--- src/core/rid_pkg.sv ---
// Constants, register map and types of the remappable interrupt index decoder
package rid_pkg;
	// ------------------------------------------------------------
	// Request decode fields
	// ------------------------------------------------------------
	localparam logic [11:0] INT_ID        = 12'hFEE;
	localparam int          ID_LSB        = 20;
	localparam int          HANDLE_LO_MSB = 19;
	localparam int          HANDLE_LO_LSB = 5;
	localparam int          FORMAT_BIT    = 4;
	localparam int          SHV_BIT       = 3;
	localparam int          HANDLE_HI_BIT = 2;
	localparam int          SUB_MSB       = 15;
	localparam int          RSVD_LSB      = 16;

	// ------------------------------------------------------------
	// Table geometry
	// ------------------------------------------------------------
	localparam int          ENTRY_W     = 128;
	localparam logic [3:0]  ENTRY_PAD   = 4'h0;
	localparam logic [16:0] MAX_ENTRIES = 17'h10000;
	localparam int          CACHE_LINES = 8;
	localparam int          CACHE_IW    = 3;

	// ------------------------------------------------------------
	// Register map (word address, byte address is four times it)
	// ------------------------------------------------------------
	localparam logic [2:0]  REG_CTRL   = 3'h0;
	localparam logic [2:0]  REG_BASE   = 3'h1;
	localparam logic [2:0]  REG_SIZE   = 3'h2;
	localparam logic [2:0]  REG_FAULT  = 3'h3;
	localparam logic [2:0]  REG_STATUS = 3'h4;
	localparam logic [2:0]  REG_MASK   = 3'h5;
	localparam int          CTRL_EN    = 0;
	localparam int          CTRL_INVAL = 1;
	localparam int          ST_FAULT   = 0;
	localparam int          ST_REMAP   = 1;
	localparam int          ST_COMPAT  = 2;
	localparam int          FLT_IDX_LSB = 8;

	// ------------------------------------------------------------
	// Reset values and fault reasons
	// ------------------------------------------------------------
	localparam logic        EN_RST     = 1'b0;
	localparam logic [31:0] BASE_RST   = 32'h00000000;
	localparam logic [16:0] SIZE_RST   = 17'h00000;
	localparam logic [2:0]  EVT_RST    = 3'h0;
	localparam logic [7:0]  RSN_RSVD   = 8'h20;
	localparam logic [7:0]  RSN_BOUND  = 8'h21;
	localparam logic [7:0]  RSN_RST    = 8'h00;

	typedef enum logic [1:0] {S_IDLE, S_DECODE, S_FETCH, S_EMIT} rid_state_t;
endpackage : rid_pkg

--- src/core/rid_entry_cache.sv ---
// Small direct-mapped cache of remap table entries with whole-cache invalidation
module rid_entry_cache (
	input  wire logic                          clock,
	input  wire logic                          rstn,
	input  wire logic [15:0]                   lookupIndex,
	output logic                               hit,
	output logic [rid_pkg::ENTRY_W-1:0]        hitEntry,
	input  wire logic                          fillEn,
	input  wire logic [15:0]                   fillIndex,
	input  wire logic [rid_pkg::ENTRY_W-1:0]   fillEntry,
	input  wire logic                          invalidate
);
	logic [rid_pkg::CACHE_LINES-1:0] valid_q;
	logic [rid_pkg::CACHE_LINES-1:0] valid_d;
	logic [15-rid_pkg::CACHE_IW:0]   tag_q [rid_pkg::CACHE_LINES];
	logic [rid_pkg::ENTRY_W-1:0]     data_q [rid_pkg::CACHE_LINES];
	logic [rid_pkg::CACHE_IW-1:0]    lookLine;
	logic [rid_pkg::CACHE_IW-1:0]    fillLine;

	assign lookLine = lookupIndex[rid_pkg::CACHE_IW-1:0];
	assign fillLine = fillIndex[rid_pkg::CACHE_IW-1:0];
	assign hit      = valid_q[lookLine] && (tag_q[lookLine] == lookupIndex[15:rid_pkg::CACHE_IW]);
	assign hitEntry = data_q[lookLine];

	// ------------------------------------------------------------
	// Per-line state
	// ------------------------------------------------------------
	for (genvar i = 0; i < rid_pkg::CACHE_LINES; i++) begin : gLine
		// Invalidation beats a fill in the same cycle so a stale entry never lands
		always_comb begin
			valid_d[i] = valid_q[i];
			if (fillEn && int'(fillLine) == i) begin
				valid_d[i] = 1'b1;
			end
			if (invalidate) begin
				valid_d[i] = 1'b0;
			end
		end

		always_ff @(posedge clock or negedge rstn) begin
			if (!rstn) begin
				valid_q[i] <= 1'b0;
			end else begin
				valid_q[i] <= valid_d[i];
			end
		end

		always_ff @(posedge clock) begin
			if (fillEn && int'(fillLine) == i) begin
				tag_q[i]  <= fillIndex[15:rid_pkg::CACHE_IW];
				data_q[i] <= fillEntry;
			end
		end
	end
endmodule : rid_entry_cache

--- src/core/rid_decoder.sv ---
// Remappable interrupt request decoder with table lookup, entry cache and register slave
//
// Behaviour
// - Address bits 31:20 equal FEE mark interrupts
// - Handle is address 19:5 plus bit 2
// - Address bit 3 is the subhandle valid flag
// - Address bits 1:0 are ignored
// - Data 31:16 must be zero when flag set
// - Data 15:0 is subhandle only when flag set
// - Each table entry is 128 bits in memory
// - Table base and count come from registers
// - Index is handle, or handle plus subhandle
// - Table holds up to 64K entries
// - Index at or above count is an error
// - Output attributes come only from the entry
// - Entry cache honours invalidation commands
// - Nonzero reserved data blocks, reason 20h
// - Failed bounds check blocks, reason 21h
// - Remapping disabled sends all interrupt requests compatibility path
module rid_decoder (
	input  wire logic                         clock,
	input  wire logic                         resetn,
	input  wire logic [2:0]                   avsAddress,
	input  wire logic                         avsRead,
	input  wire logic                         avsWrite,
	input  wire logic [31:0]                  avsWriteData,
	input  wire logic [3:0]                   avsByteEnable,
	output logic [31:0]                       avsReadData,
	output logic                              avsWaitrequest,
	input  wire logic                         reqValid,
	output logic                              reqReady,
	input  wire logic [31:0]                  reqAddr,
	input  wire logic [31:0]                  reqData,
	output logic                              compatValid,
	output logic [31:0]                       compatAddr,
	output logic [31:0]                       compatData,
	output logic                              memRead,
	output logic [31:0]                       memAddr,
	input  wire logic                         memReadDataValid,
	input  wire logic [rid_pkg::ENTRY_W-1:0]  memReadData,
	output logic                              remapValid,
	output logic [rid_pkg::ENTRY_W-1:0]       remapEntry,
	output logic [15:0]                       remapIndex,
	output logic                              irq
);
	// ------------------------------------------------------------
	// Reset release
	// ------------------------------------------------------------
	logic [1:0] rstSync_q;
	logic       rstn;

	always_ff @(posedge clock or negedge resetn) begin
		if (!resetn) begin
			rstSync_q <= 2'h0;
		end else begin
			rstSync_q <= {rstSync_q[0], 1'b1};
		end
	end
	assign rstn = rstSync_q[1];

	function automatic logic [31:0] mergeBytes(input logic [31:0] old, input logic [31:0] wr, input logic [3:0] be);
		logic [31:0] r;
		r = old;
		for (int b = 0; b < 4; b++) begin
			if (be[b]) begin
				r[8*b +: 8] = wr[8*b +: 8];
			end
		end
		return r;
	endfunction : mergeBytes

	// ------------------------------------------------------------
	// Register slave
	// ------------------------------------------------------------
	logic        ack_q, ack_d;
	logic [31:0] rdata_q, rdata_d;
	logic        enable_q, enable_d;
	logic [31:0] tableBase_q, tableBase_d;
	logic [16:0] tableSize_q, tableSize_d;
	logic [2:0]  status_q, status_d;
	logic [2:0]  mask_q, mask_d;
	logic [7:0]  faultReason_q, faultReason_d;
	logic [16:0] faultIndex_q, faultIndex_d;
	logic        invalidate;
	logic        wrTake;
	logic [31:0] merged;
	logic [2:0]  events;

	assign avsWaitrequest = (avsRead || avsWrite) && !ack_q;
	assign avsReadData    = rdata_q;
	assign wrTake         = avsWrite && ack_q;
	assign irq            = |(status_q & mask_q);

	always_comb begin
		ack_d         = (avsRead || avsWrite) && !ack_q;
		rdata_d       = rdata_q;
		enable_d      = enable_q;
		tableBase_d   = tableBase_q;
		tableSize_d   = tableSize_q;
		mask_d        = mask_q;
		invalidate    = 1'b0;
		merged        = 32'h00000000;
		if (avsRead && !ack_q) begin
			unique case (avsAddress)
				rid_pkg::REG_CTRL:   rdata_d = {31'h00000000, enable_q};
				rid_pkg::REG_BASE:   rdata_d = tableBase_q;
				rid_pkg::REG_SIZE:   rdata_d = {15'h0000, tableSize_q};
				rid_pkg::REG_FAULT:  rdata_d = {7'h00, faultIndex_q, faultReason_q};
				rid_pkg::REG_STATUS: rdata_d = {29'h00000000, status_q};
				rid_pkg::REG_MASK:   rdata_d = {29'h00000000, mask_q};
				default:             rdata_d = 32'h00000000;
			endcase
		end
		if (wrTake) begin
			unique case (avsAddress)
				rid_pkg::REG_CTRL: begin
					merged     = mergeBytes({31'h00000000, enable_q}, avsWriteData, avsByteEnable);
					enable_d   = merged[rid_pkg::CTRL_EN];
					invalidate = merged[rid_pkg::CTRL_INVAL];
				end
				rid_pkg::REG_BASE: begin
					merged      = mergeBytes(tableBase_q, avsWriteData, avsByteEnable);
					tableBase_d = {merged[31:4], rid_pkg::ENTRY_PAD};
				end
				rid_pkg::REG_SIZE: begin
					merged      = mergeBytes({15'h0000, tableSize_q}, avsWriteData, avsByteEnable);
					// Counts above 64K are clamped so the index compare stays meaningful
					tableSize_d = (merged > {15'h0000, rid_pkg::MAX_ENTRIES}) ? rid_pkg::MAX_ENTRIES
						: merged[16:0];
				end
				rid_pkg::REG_MASK: begin
					merged = mergeBytes({29'h00000000, mask_q}, avsWriteData, avsByteEnable);
					mask_d = merged[2:0];
				end
				default: begin
				end
			endcase
		end
		// A new event wins over a write-one clear in the same cycle
		status_d = status_q;
		if (wrTake && avsAddress == rid_pkg::REG_STATUS && avsByteEnable[0]) begin
			status_d = status_q & ~avsWriteData[2:0];
		end
		status_d = status_d | events;
	end

	always_ff @(posedge clock or negedge rstn) begin
		if (!rstn) begin
			ack_q       <= 1'b0;
			rdata_q     <= 32'h00000000;
			enable_q    <= rid_pkg::EN_RST;
			tableBase_q <= rid_pkg::BASE_RST;
			tableSize_q <= rid_pkg::SIZE_RST;
			status_q    <= rid_pkg::EVT_RST;
			mask_q      <= rid_pkg::EVT_RST;
		end else begin
			ack_q       <= ack_d;
			rdata_q     <= rdata_d;
			enable_q    <= enable_d;
			tableBase_q <= tableBase_d;
			tableSize_q <= tableSize_d;
			status_q    <= status_d;
			mask_q      <= mask_d;
		end
	end

	// ------------------------------------------------------------
	// Request decode
	// ------------------------------------------------------------
	rid_pkg::rid_state_t state_q, state_d;
	logic [31:0] rqAddr_q, rqAddr_d;
	logic [31:0] rqData_q, rqData_d;
	logic [16:0] index_q, index_d;
	logic [rid_pkg::ENTRY_W-1:0] entry_q, entry_d;
	logic        compat_q, compat_d;
	logic        remap_q, remap_d;
	logic        stale_q, stale_d;
	logic        isInt, isRemapFmt, subhandle_valid_flag, rsvdBad, boundBad, goRemap;
	logic [15:0] handle, subHandle;
	logic [16:0] index;
	logic        cacheHit;
	logic [rid_pkg::ENTRY_W-1:0] cacheEntry;
	logic        fillEn;

	assign isInt      = rqAddr_q[31:rid_pkg::ID_LSB] == rid_pkg::INT_ID;
	assign isRemapFmt = rqAddr_q[rid_pkg::FORMAT_BIT];
	assign subhandle_valid_flag        = rqAddr_q[rid_pkg::SHV_BIT];
	// Bits 1:0 of the address take part in no decode below, only in compatAddr
	assign handle     = {rqAddr_q[rid_pkg::HANDLE_HI_BIT],
		rqAddr_q[rid_pkg::HANDLE_LO_MSB:rid_pkg::HANDLE_LO_LSB]};
	assign subHandle  = subhandle_valid_flag ? rqData_q[rid_pkg::SUB_MSB:0] : 16'h0000;
	assign index      = {1'b0, handle} + {1'b0, subHandle};
	assign rsvdBad    = subhandle_valid_flag && (rqData_q[31:rid_pkg::RSVD_LSB] != 16'h0000);
	assign boundBad   = index >= tableSize_q;
	assign goRemap    = isInt && enable_q && isRemapFmt;

	assign reqReady    = state_q == rid_pkg::S_IDLE;
	assign memRead     = state_q == rid_pkg::S_FETCH;
	assign memAddr     = tableBase_q + {12'h000, index_q[15:0], rid_pkg::ENTRY_PAD};
	assign compatValid = compat_q;
	assign compatAddr  = rqAddr_q;
	assign compatData  = rqData_q;
	assign remapValid  = remap_q;
	assign remapEntry  = entry_q;
	assign remapIndex  = index_q[15:0];
	assign fillEn      = memRead && memReadDataValid && !stale_q && !invalidate;

	rid_entry_cache uCache (
		.clock       (clock),
		.rstn        (rstn),
		.lookupIndex (index[15:0]),
		.hit         (cacheHit),
		.hitEntry    (cacheEntry),
		.fillEn      (fillEn),
		.fillIndex   (index_q[15:0]),
		.fillEntry   (memReadData),
		.invalidate  (invalidate)
	);

	always_comb begin
		state_d       = state_q;
		rqAddr_d      = rqAddr_q;
		rqData_d      = rqData_q;
		index_d       = index_q;
		entry_d       = entry_q;
		compat_d      = 1'b0;
		remap_d       = 1'b0;
		stale_d       = stale_q;
		faultReason_d = faultReason_q;
		faultIndex_d  = faultIndex_q;
		events        = rid_pkg::EVT_RST;
		unique case (state_q)
			rid_pkg::S_IDLE: begin
				if (reqValid) begin
					rqAddr_d = reqAddr;
					rqData_d = reqData;
					state_d  = rid_pkg::S_DECODE;
				end
			end
			rid_pkg::S_DECODE: begin
				index_d = index;
				state_d = rid_pkg::S_IDLE;
				if (isInt && !goRemap) begin
					compat_d                   = 1'b1;
					events[rid_pkg::ST_COMPAT] = 1'b1;
				end else if (goRemap && rsvdBad) begin
					faultReason_d             = rid_pkg::RSN_RSVD;
					faultIndex_d              = index;
					events[rid_pkg::ST_FAULT] = 1'b1;
				end else if (goRemap && boundBad) begin
					faultReason_d             = rid_pkg::RSN_BOUND;
					faultIndex_d              = index;
					events[rid_pkg::ST_FAULT] = 1'b1;
				end else if (goRemap && cacheHit) begin
					entry_d = cacheEntry;
					state_d = rid_pkg::S_EMIT;
				end else if (goRemap) begin
					stale_d = 1'b0;
					state_d = rid_pkg::S_FETCH;
				end
			end
			rid_pkg::S_FETCH: begin
				// An invalidation during the fetch keeps the returning entry out of the cache
				if (invalidate) begin
					stale_d = 1'b1;
				end
				if (memReadDataValid) begin
					entry_d = memReadData;
					state_d = rid_pkg::S_EMIT;
				end
			end
			rid_pkg::S_EMIT: begin
				remap_d                   = 1'b1;
				events[rid_pkg::ST_REMAP] = 1'b1;
				state_d                   = rid_pkg::S_IDLE;
			end
		endcase
	end

	always_ff @(posedge clock or negedge rstn) begin
		if (!rstn) begin
			state_q       <= rid_pkg::S_IDLE;
			rqAddr_q      <= 32'h00000000;
			rqData_q      <= 32'h00000000;
			index_q       <= 17'h00000;
			entry_q       <= '0;
			compat_q      <= 1'b0;
			remap_q       <= 1'b0;
			stale_q       <= 1'b0;
			faultReason_q <= rid_pkg::RSN_RST;
			faultIndex_q  <= 17'h00000;
		end else begin
			state_q       <= state_d;
			rqAddr_q      <= rqAddr_d;
			rqData_q      <= rqData_d;
			index_q       <= index_d;
			entry_q       <= entry_d;
			compat_q      <= compat_d;
			remap_q       <= remap_d;
			stale_q       <= stale_d;
			faultReason_q <= faultReason_d;
			faultIndex_q  <= faultIndex_d;
		end
	end

	// ------------------------------------------------------------
	// Checks
	// ------------------------------------------------------------
	logic inDecode;
	assign inDecode = state_q == rid_pkg::S_DECODE;
endmodule : rid_decoder

--- config.mk ---
export PLATFORM = sky130hd
export DESIGN_NAME = rid_decoder
export DESIGN_NICKNAME = d
export VERILOG_FILES = /design/src/core/rid_pkg.sv /design/src/core/rid_entry_cache.sv /design/src/core/rid_decoder.sv
export SDC_FILE = /design/constraint.sdc
export NUM_CORES = 2
export LEC_CHECK = 0
export ABC_AREA = 1
export BUFFER_PORTS_ARGS = -buffer_cell sky130_fd_sc_hd__buf_2
export CORE_UTILIZATION = 30
export DETAILED_ROUTE_END_ITERATION = 8
export SLEW_MARGIN = 30
export SYNTH_ARGS = -nofsm -noshare
export SYNTH_HDL_FRONTEND = slang
export SYNTH_HIERARCHICAL = 1
export SYNTH_SLANG_ARGS = --single-unit
--- constraint.sdc ---
create_clock -name clock -period 25.3 [get_ports clock]
set_input_delay 2.53 -clock clock [delete_from_list [all_inputs] [get_ports clock]]
set_output_delay 2.53 -clock clock [all_outputs]
set_load 0.05 [all_outputs]
---- After elaboration in Yosys (flattened, before gate mapping) ----
Memory sizes are Yosys's and may differ from the RTL's.
Index checks and enable logic that the tools add are counted.
operators by class
  bitwise operators ....................... 5
  shift-type cells ........................ 0
  multiply operators ...................... 0
  add/subtract/negate cells ............... 2
  equality and inequality tests ........... 26
  muxes and demuxes ....................... 127
  div/mod/pow operators ................... 0
  reduce and logical (&&, ||, !) cells .... 70
  $lt $le $gt $ge ......................... 3
operators by type and width
  kind                                                  count
  2-to-1 mux 128 bit                                    12
  OR reduction 128 bit                                  7
  case mux 128 bit (2 select lines)                     1
  case mux 32 bit (6 select lines)                      1
  2-to-1 mux 8 bit                                      14
  2-to-1 mux 13 bit                                     7
  OR reduction 13 bit                                   7
  2-to-1 mux 1 bit                                      62
  2-to-1 mux 17 bit                                     3
  2-to-1 mux 3 bit                                      15
  adder 32 x 20 -> 32 bit                               1
  > comparator 32 x 17 -> 1 bit, second input constant  1
  logical AND 1 bit                                     24
  AND reduction 3 bit                                   7
  nonzero test 2 bit                                    10
  == test 3 bit, second input constant                  6
  adder 16 x 16 -> 17 bit                               1
  greater-or-equal comparator 17 bit                    1
  2-to-1 mux 16 bit                                     1
  2-to-1 mux 2 bit                                      8
  nonzero test 16 bit                                   1
  == test 13 bit                                        1
  == test 12 bit, second input constant                 1
  == test 3 x 2 -> 1 bit, second input constant         4
  21 further kinds                                      37
storage, ports and cells
  input port bits ......................... 237
  bits in registers ....................... 333
  bits in latches ......................... 0
  memories kept ........................... 2
  RAM bits ................................ 1,128
  ROM bits ................................ 0
  word-level logic and storage cells ...... 264
memory list
  name           depth  width  rd ports  clocked after Yosys merged registers in  write ports  line                   RTL
  uCache.data_q  8      128    1         0                                        1            rid_entry_cache.sv:16  logic [rid_pkg::ENTRY_W-1:0] data_q [rid_pkg::CACHE_LINES];
  uCache.tag_q   8      13     1         0                                        1            rid_entry_cache.sv:15  logic [15-rid_pkg::CACHE_IW:0] tag_q [rid_pkg::CACHE_LINES];

---- Logic depth before layout (Yosys ltp) ----
  depth after elaboration ................. 16
  mapped depth ............................ 27
  mapped depth without buffers ............ 24

---- Hierarchy ----
The synthesis kept the hierarchy.
modules (own cells, without submodules)
  module           area an instance (um2)  seq. area each (um2)  cells each  times used
  rid_entry_cache  44,277.5                34,072.7              3,408       1
  rid_decoder      17,216.5                7,982.7               1,957       1

---- Worst setup path before layout ----
Ideal clock, no wire load.
  path type ............................... input port to flip-flop
  start point ............................. in avsWrite
  end point ............................... mem uCache/data_q[1][0] (netlist bit), enable pin
  required time ........................... 24.653 ns
  data arrival time ....................... 9.206 ns
  setup slack ............................. 15.448 ns
  cell stages on the path ................. 9
  buffers on the path ..................... 0
  setup time .............................. 0.647 ns
  cells stage by stage .................... nand2_1 -> nor2_1 -> nand2_1 -> o21ai_0 -> nor3_1 -> inv_1 -> nor2_1 -> inv_1 -> nor2_1
on the way
  word-level cells in the longest chain between the ends .. 15
  elaborated cells between the ends (all ways) .. 49
ends and longest elaborated chain
  element                                                                      line                   RTL
  start, declared                                                              rid_decoder.sv:25      input wire logic avsWrite,
  logical AND 1 bit *                                                          rid_decoder.sv:91      assign wrTake = avsWrite && ack_q;
  2-to-1 mux 1 bit *                                                           rid_decoder.sv:114     if (wrTake) begin
  logical NOT 1 bit *                                                          rid_decoder.sv:206     assign fillEn = memRead && memReadDataValid && !stale_q && !invalidate;
  logical AND 1 bit *                                                          rid_decoder.sv:206
  via fillEn                                                                   rid_decoder.sv:183     logic fillEn;
  logical AND 1 bit                                                            rid_entry_cache.sv:49  if (fillEn && int'(fillLine) == i) begin
  2-to-1 mux 1 bit                                                             rid_entry_cache.sv:49
  2-to-1 mux 1 bit (not written as such)                                       rid_entry_cache.sv:51  data_q[i] <= fillEntry;
  OR reduction 128 bit (no line)                                               --
  2-to-1 mux 3 bit (no line) or 2-to-1 mux 1 bit (tied branches) (7 in a row)  --
  end, declared                                                                rid_entry_cache.sv:16
The timed path passes the listed nets; every way through them passes the cells marked *.

---- Worst setup path after layout ----
  start point ............................. reg rqAddr_q[3], in the netlist compatAddr[3]
  end point ............................... reg entry_q (netlist bit remapEntry[26])
on the way
  word-level cells in the longest chain between the ends .. 8
  elaborated cells between the ends (all ways) .. 22
ends and longest elaborated chain
  element                                                                        line                   RTL
  start, declared                                                                rid_decoder.sv:171     logic [31:0] rqAddr_q, rqAddr_d;
  start signal, assigned                                                         rid_decoder.sv:294     rqAddr_q <= rqAddr_d;
  2-to-1 mux 16 bit *                                                            rid_decoder.sv:191     assign subHandle = subhandle_valid_flag ? rqData_q[rid_pkg::SUB_MSB:0] : 16'h0000;
  adder 16 x 16 -> 17 bit *                                                      rid_decoder.sv:192     assign index = {1'b0, handle} + {1'b0, subHandle};
  via index[2]                                                                   rid_decoder.sv:180     logic [16:0] index;
  memory (8 x 13 bit) or binary-select mux 1 bit (select 3 bit) (tied branches)  --
  == test 13 bit or 2-to-1 mux 1 bit (tied branches)                             rid_entry_cache.sv:22  assign hit = valid_q[lookLine] && (tag_q[lookLine] == lookupIndex[15:rid_pkg::CACHE_IW]);
  logical AND 1 bit *                                                            rid_entry_cache.sv:22
  via cacheHit                                                                   rid_decoder.sv:181     logic cacheHit;
  logical AND 1 bit *                                                            rid_decoder.sv:254     end else if (goRemap && cacheHit) begin
  inequality test 2 x 1 -> 1 bit (no line) *                                     --
  AND reduction 6 bit (no line) *                                                --
  end signal, assigned                                                           rid_decoder.sv:297     entry_q <= entry_d;
  end, declared                                                                  rid_decoder.sv:174     logic [rid_pkg::ENTRY_W-1:0] entry_q, entry_d;
The timed path passes the listed nets; every way through them passes the cells marked *. The select of a mux whose other input is x is not followed.
A chain may end at the register's enable or synchronous reset.

==> flow_metrics.py <==
metrics = {
    "final_layout": {
        "nNetsFinal": 6085,
        "fin_cells": 8624,
        "syn_to_final_growth_pct": 17.1,
        "drive_gt1_share_pct": 17.8,
        "fill_cells": 19800,
    },
    "logic_synthesis": {
        "yosys_warnings": 6,
        "synth_seq_cells": 1455,
        "synthCells": 5365,
        "synth_area_sq_um": 61500,
        "synth_async_sr_flop_share_pct": 22.5,
        "yosys.area.top_type_share_pct": 55.1,
        "yosysTopAreaCell": "edfxtp_1",
        "synth-compound-area-share_pct": 8.83,
        "synthSimpleGateAreaFrac_pct": 13.6,
        "ys_seq_area_share_pct": 68.4,
        "synth_top_family_by_area": "simple AND/OR/NAND/NOR gates",
        "ys_top_cells_by_area": "edfxtp_1 (55%), dfrtp_1 (13%), nor2_1 (6.3%), o21ai_0 (5.1%), nand2_1 (4.7%)",
        "synth_adder_area_share_pct": 1.14,
        "synth_edf_count": 1128,
        "avgSynthCellArea_sq_um": 11.5,
        "synth-xor-area-share_pct": 0.470,
        "synth.mux.area_fraction_pct": 3.63,
        "synthFlopType": "edfxtp_1",
        "synth.distinct_cells": 44,
    },
    "clock_tree": {
        "htree_levels": 4,
        "cts_post_setup_buffers_inserted": 0,
        "cts.repair.resized": 0,
        "cts_buffers": 162,
        "root_buffer": "clkbuf_16",
        "path_clk_slew_ns": 0.06,
        "cts_tree": "done",
        "cts_buffer_depth": 3,
        "clk_latency_ns": 0.81,
        "ctsHoldBuffers": 0,
        "cts.sinks": 1455,
    },
    "detailed_routing": {
        "vias": 42400,
        "viasPerCell": 4.92,
        "drcViolationCount": 0,
        "wirelength_um": 180000,
        "first_pass_iters": 5,
        "first_iter_violations": 3394,
        "postRouteAntennaNets": 0,
        "wl_per_cell_um": 20.8,
    },
    "die": {
        "die_w_um": 455,
        "dieArea_sq_um": 207000,
        "top_level_ports": 515,
        "start_util_pct": 30.3,
        "core_area_sq_um": 203000,
        "num_rows": 165,
        "die-height_um": 455,
    },
    "place": {
        "post-place-cells": 8298,
        "place.gp.congestion": 0.900,
        "post-dp-hpwl_um": 106000,
        "portBuffers": 510,
    },
    "worst_setup_path": {
        "cp_slowest_cell": "buf_4",
        "slowest_delay_ns": 0.81,
        "worstSetupStartpointType": "register",
        "reg2reg_depth": 23,
        "r2r-end": "remapEntry[26]",
        "cp.buffers_inverters": 7,
        "r2r_start": "compatAddr[3]",
        "worstPathRequired_ns": 25.97,
        "cpLargestDelayFamily": "buffers and inverters",
        "critPathCaptureType": "register",
        "crit_start": "compatAddr[3]",
        "crit_path_cell_trace": "nand2_1 -> inv_1 -> ha_4 -> fa_4 -> xor2_2 -> buf_4 -> inv_8 -> buf_4 -> nand3_1 -> nand3_1 -> nand2_1 -> inv_1 -> nand2_1 -> nor2_1 -> nand2_1 -> nor2_1 -> nand4_1 -> o21ai_4 -> buf_12 -> nand2_8 -> buf_4 -> nand2_1 -> nand2_1",
        "critPathMaxFanout": 129,
        "worstSetupPathType": "register to register",
        "cp_data_arrival_time_ns": 7.40,
        "r2r_slack_ns": 18.58,
        "critPathMostFrequentCell": "nand2_1",
    },
    "power_and_ir_drop": {
        "max-vdd-ir-drop_mv": 0.247,
        "p_int_uw": 5830,
        "powerDensity_nw_per_um2": 145,
        "power.switching_uw": 4640,
        "power_leakage_uw": 0.0279,
        "pwr-share-clk_pct": 22.9,
        "seq_power_share_pct": 27.1,
        "p_comb_share_pct": 50.0,
        "swShare_pct": 44.3,
    },
    "global_route": {
        "grt_pass1_vias": 41300,
        "overflow": 0,
        "grt_pass1_wl_um": 265000,
        "grt_max_degree": 161,
        "grtUsageTotal_pct": 16.9,
        "antenna_found_initial": 61,
    },
    "timing": {
        "final-setup-viol-count": 0,
        "worst_pin_slew_ns": 1.01,
        "max_slew_margin_pct": 32.6,
        "rsz0062_at_grt": "no",
        "fin_skew_ns": 0.0340,
        "period_minus_slack_ns": 6.72,
        "fin_crit_sh_pct": 26.6,
        "hold_violations": 0,
        "fmax_mhz": 149,
        "fin_tns_setup_ns": 0,
        "slew_violations": 0,
    },
    "flow_run": {
        "max_cap_violations": 0,
    },
    "run_status": {
        "status": "completed",
    },
    "hold_path": {
        "hp-class": "register to asynchronous set/reset pin",
    },
}
## kinds of logic after synthesis
logic type | count (synthesis)
AO/OA/AOI/OAI | 995
XOR/XNOR | 33
adder cells (fa/ha/maj) | 55
buffers and inverters | 524
flip-flops | 1455
multiplexers | 198
other | 2
AND/OR/NAND/NOR | 2103
## per-layer routing
metal | part of all wire, % | track usage [%] | up-vias
met5 | 0.15 | 0 | -
met4 | 4.0 | 7.10 | 46
li1 | - | - | 19700
met2 | 48 | 27.9 | 1283
met1 | 42 | 21.5 | 21000
met3 | 6.0 | 3.55 | 394
## final cells by class
| type | count | area (sq um) | share of cell area [%] |
|---|---|---|---|
| Multi-Input combinational cell | 3389 | 17200 | 23.8 |
| Clock buffer | 225 | 4500 | 6.25 |
| Timing Repair Buffer | 576 | 3180 | 4.41 |
| Sequential cell | 1455 | 42100 | 58.4 |
| Inverter | 209 | 807 | 1.12 |
| Tap cell | 2672 | 3340 | 4.64 |
| Clock inverter | 80 | 942 | 1.31 |
| Antenna cell | 18 | 45.0 | 0.0625 |
## cell usage after synthesis, types with 11 or more instances
cell      instances
nor2_1         1036
o21ai_0         623
nand3_1         254
edfxtp_1       1128
buf_4            70
clkbuf_1        152
inv_1           202
nand2_1         762
nor3_1           11
nand4_1          12
buf_2            67
mux2_2          198
xor2_1           26
a31oi_1         131
a21oi_1          60
dfrtp_1         327
a22oi_1          16
ha_1             53
o22ai_1         138
buf_6            16
## flip-flops by register name, indices dropped and copies added (netlist names), named ones only
| register | flops |
|---|---|
| tableSize_q | 17 |
| faultIndex_q | 17 |
| ack_q | 1 |
| remapValid | 1 |
| rstSync_q | 2 |
| avsReadData | 32 |
| mask_q | 3 |
| compatAddr | 32 |
| state_q | 1 |
| status_q | 3 |
| remapEntry | 128 |
| enable_q | 1 |
| compatValid | 1 |
| index_q | 16 |
| tableBase_q | 28 |
| compatData | 32 |
| stale_q | 1 |
| uCache/tag_q | 104 |
| faultReason_q | 2 |
| uCache/valid_q | 8 |
| uCache/data_q | 1024 |
## power groups by stage
stage | combinational (uW) | clock [uW] | sequential [uW]
2_1_floorplan | 3700 | 0 | 3070
3_3_place_gp | 5170 | 0 | 2890
3_5_place_dp | 5200 | 0 | 2890
4_1_cts | 5230 | 2450 | 2840
5_1_grt | 5810 | 2540 | 2850
6_report | 5230 | 2400 | 2840
## worst max path at each step
stage	cells after the start	end	slack, ns
after detailed placement	20	remapEntry[18]	18.38
after floorplan	9	uCache/data_q[1][0]	15.45
after CTS	22	remapEntry[116]	18.33
after global placement	22	remapEntry[33]	18.21
after global routing	23	remapEntry[116]	18.00
final	23	remapEntry[26]	18.58
## per-stage QoR
stage          hold slack (ns)  utilization [%]  power, uW  area, sq um  worst slack (ns)
6_report                 0.328             35.5      10500        72000             18.58
3_5_place_dp             0.337             32.7       8090        66500             18.38
5_1_grt                  0.379             35.5      11200        72000             18.00
3_3_place_gp             0.339             32.7       8050        66400             18.21
2_1_floorplan            0.331                -       6770        61500             15.45
4_1_cts                  0.362             35.4      10500        71900             18.33
## cells in the final DEF, fill, tap and decap left out, drive strengths merged, types with 3 or more instances in the layout
master | netlist | layout
edfxtp | 1128 | 1128
nor2 | 1038 | 1038
nand2 | 765 | 765
o21ai | 625 | 625
buf | 163 | 576
dfrtp | 327 | 327
nand3 | 256 | 256
clkbuf | 152 | 225
inv | 205 | 217
mux2 | 198 | 198
o22ai | 138 | 138
a31oi | 131 | 131
a21oi | 60 | 60
ha | 53 | 53
clkinv | 4 | 53
xor2 | 26 | 26
diode | 0 | 18
a22oi | 16 | 16
bufinv | 0 | 14
nand4 | 12 | 12
nor3 | 11 | 11
or2 | 9 | 9
nand3b | 8 | 8
a21o | 7 | 7
xnor2 | 7 | 7
o31ai | 7 | 7
conb | 2 | 5
clkinvlp | 0 | 5
nor4 | 4 | 4
a221oi | 3 | 3
(Power assumes the default switching activity.)
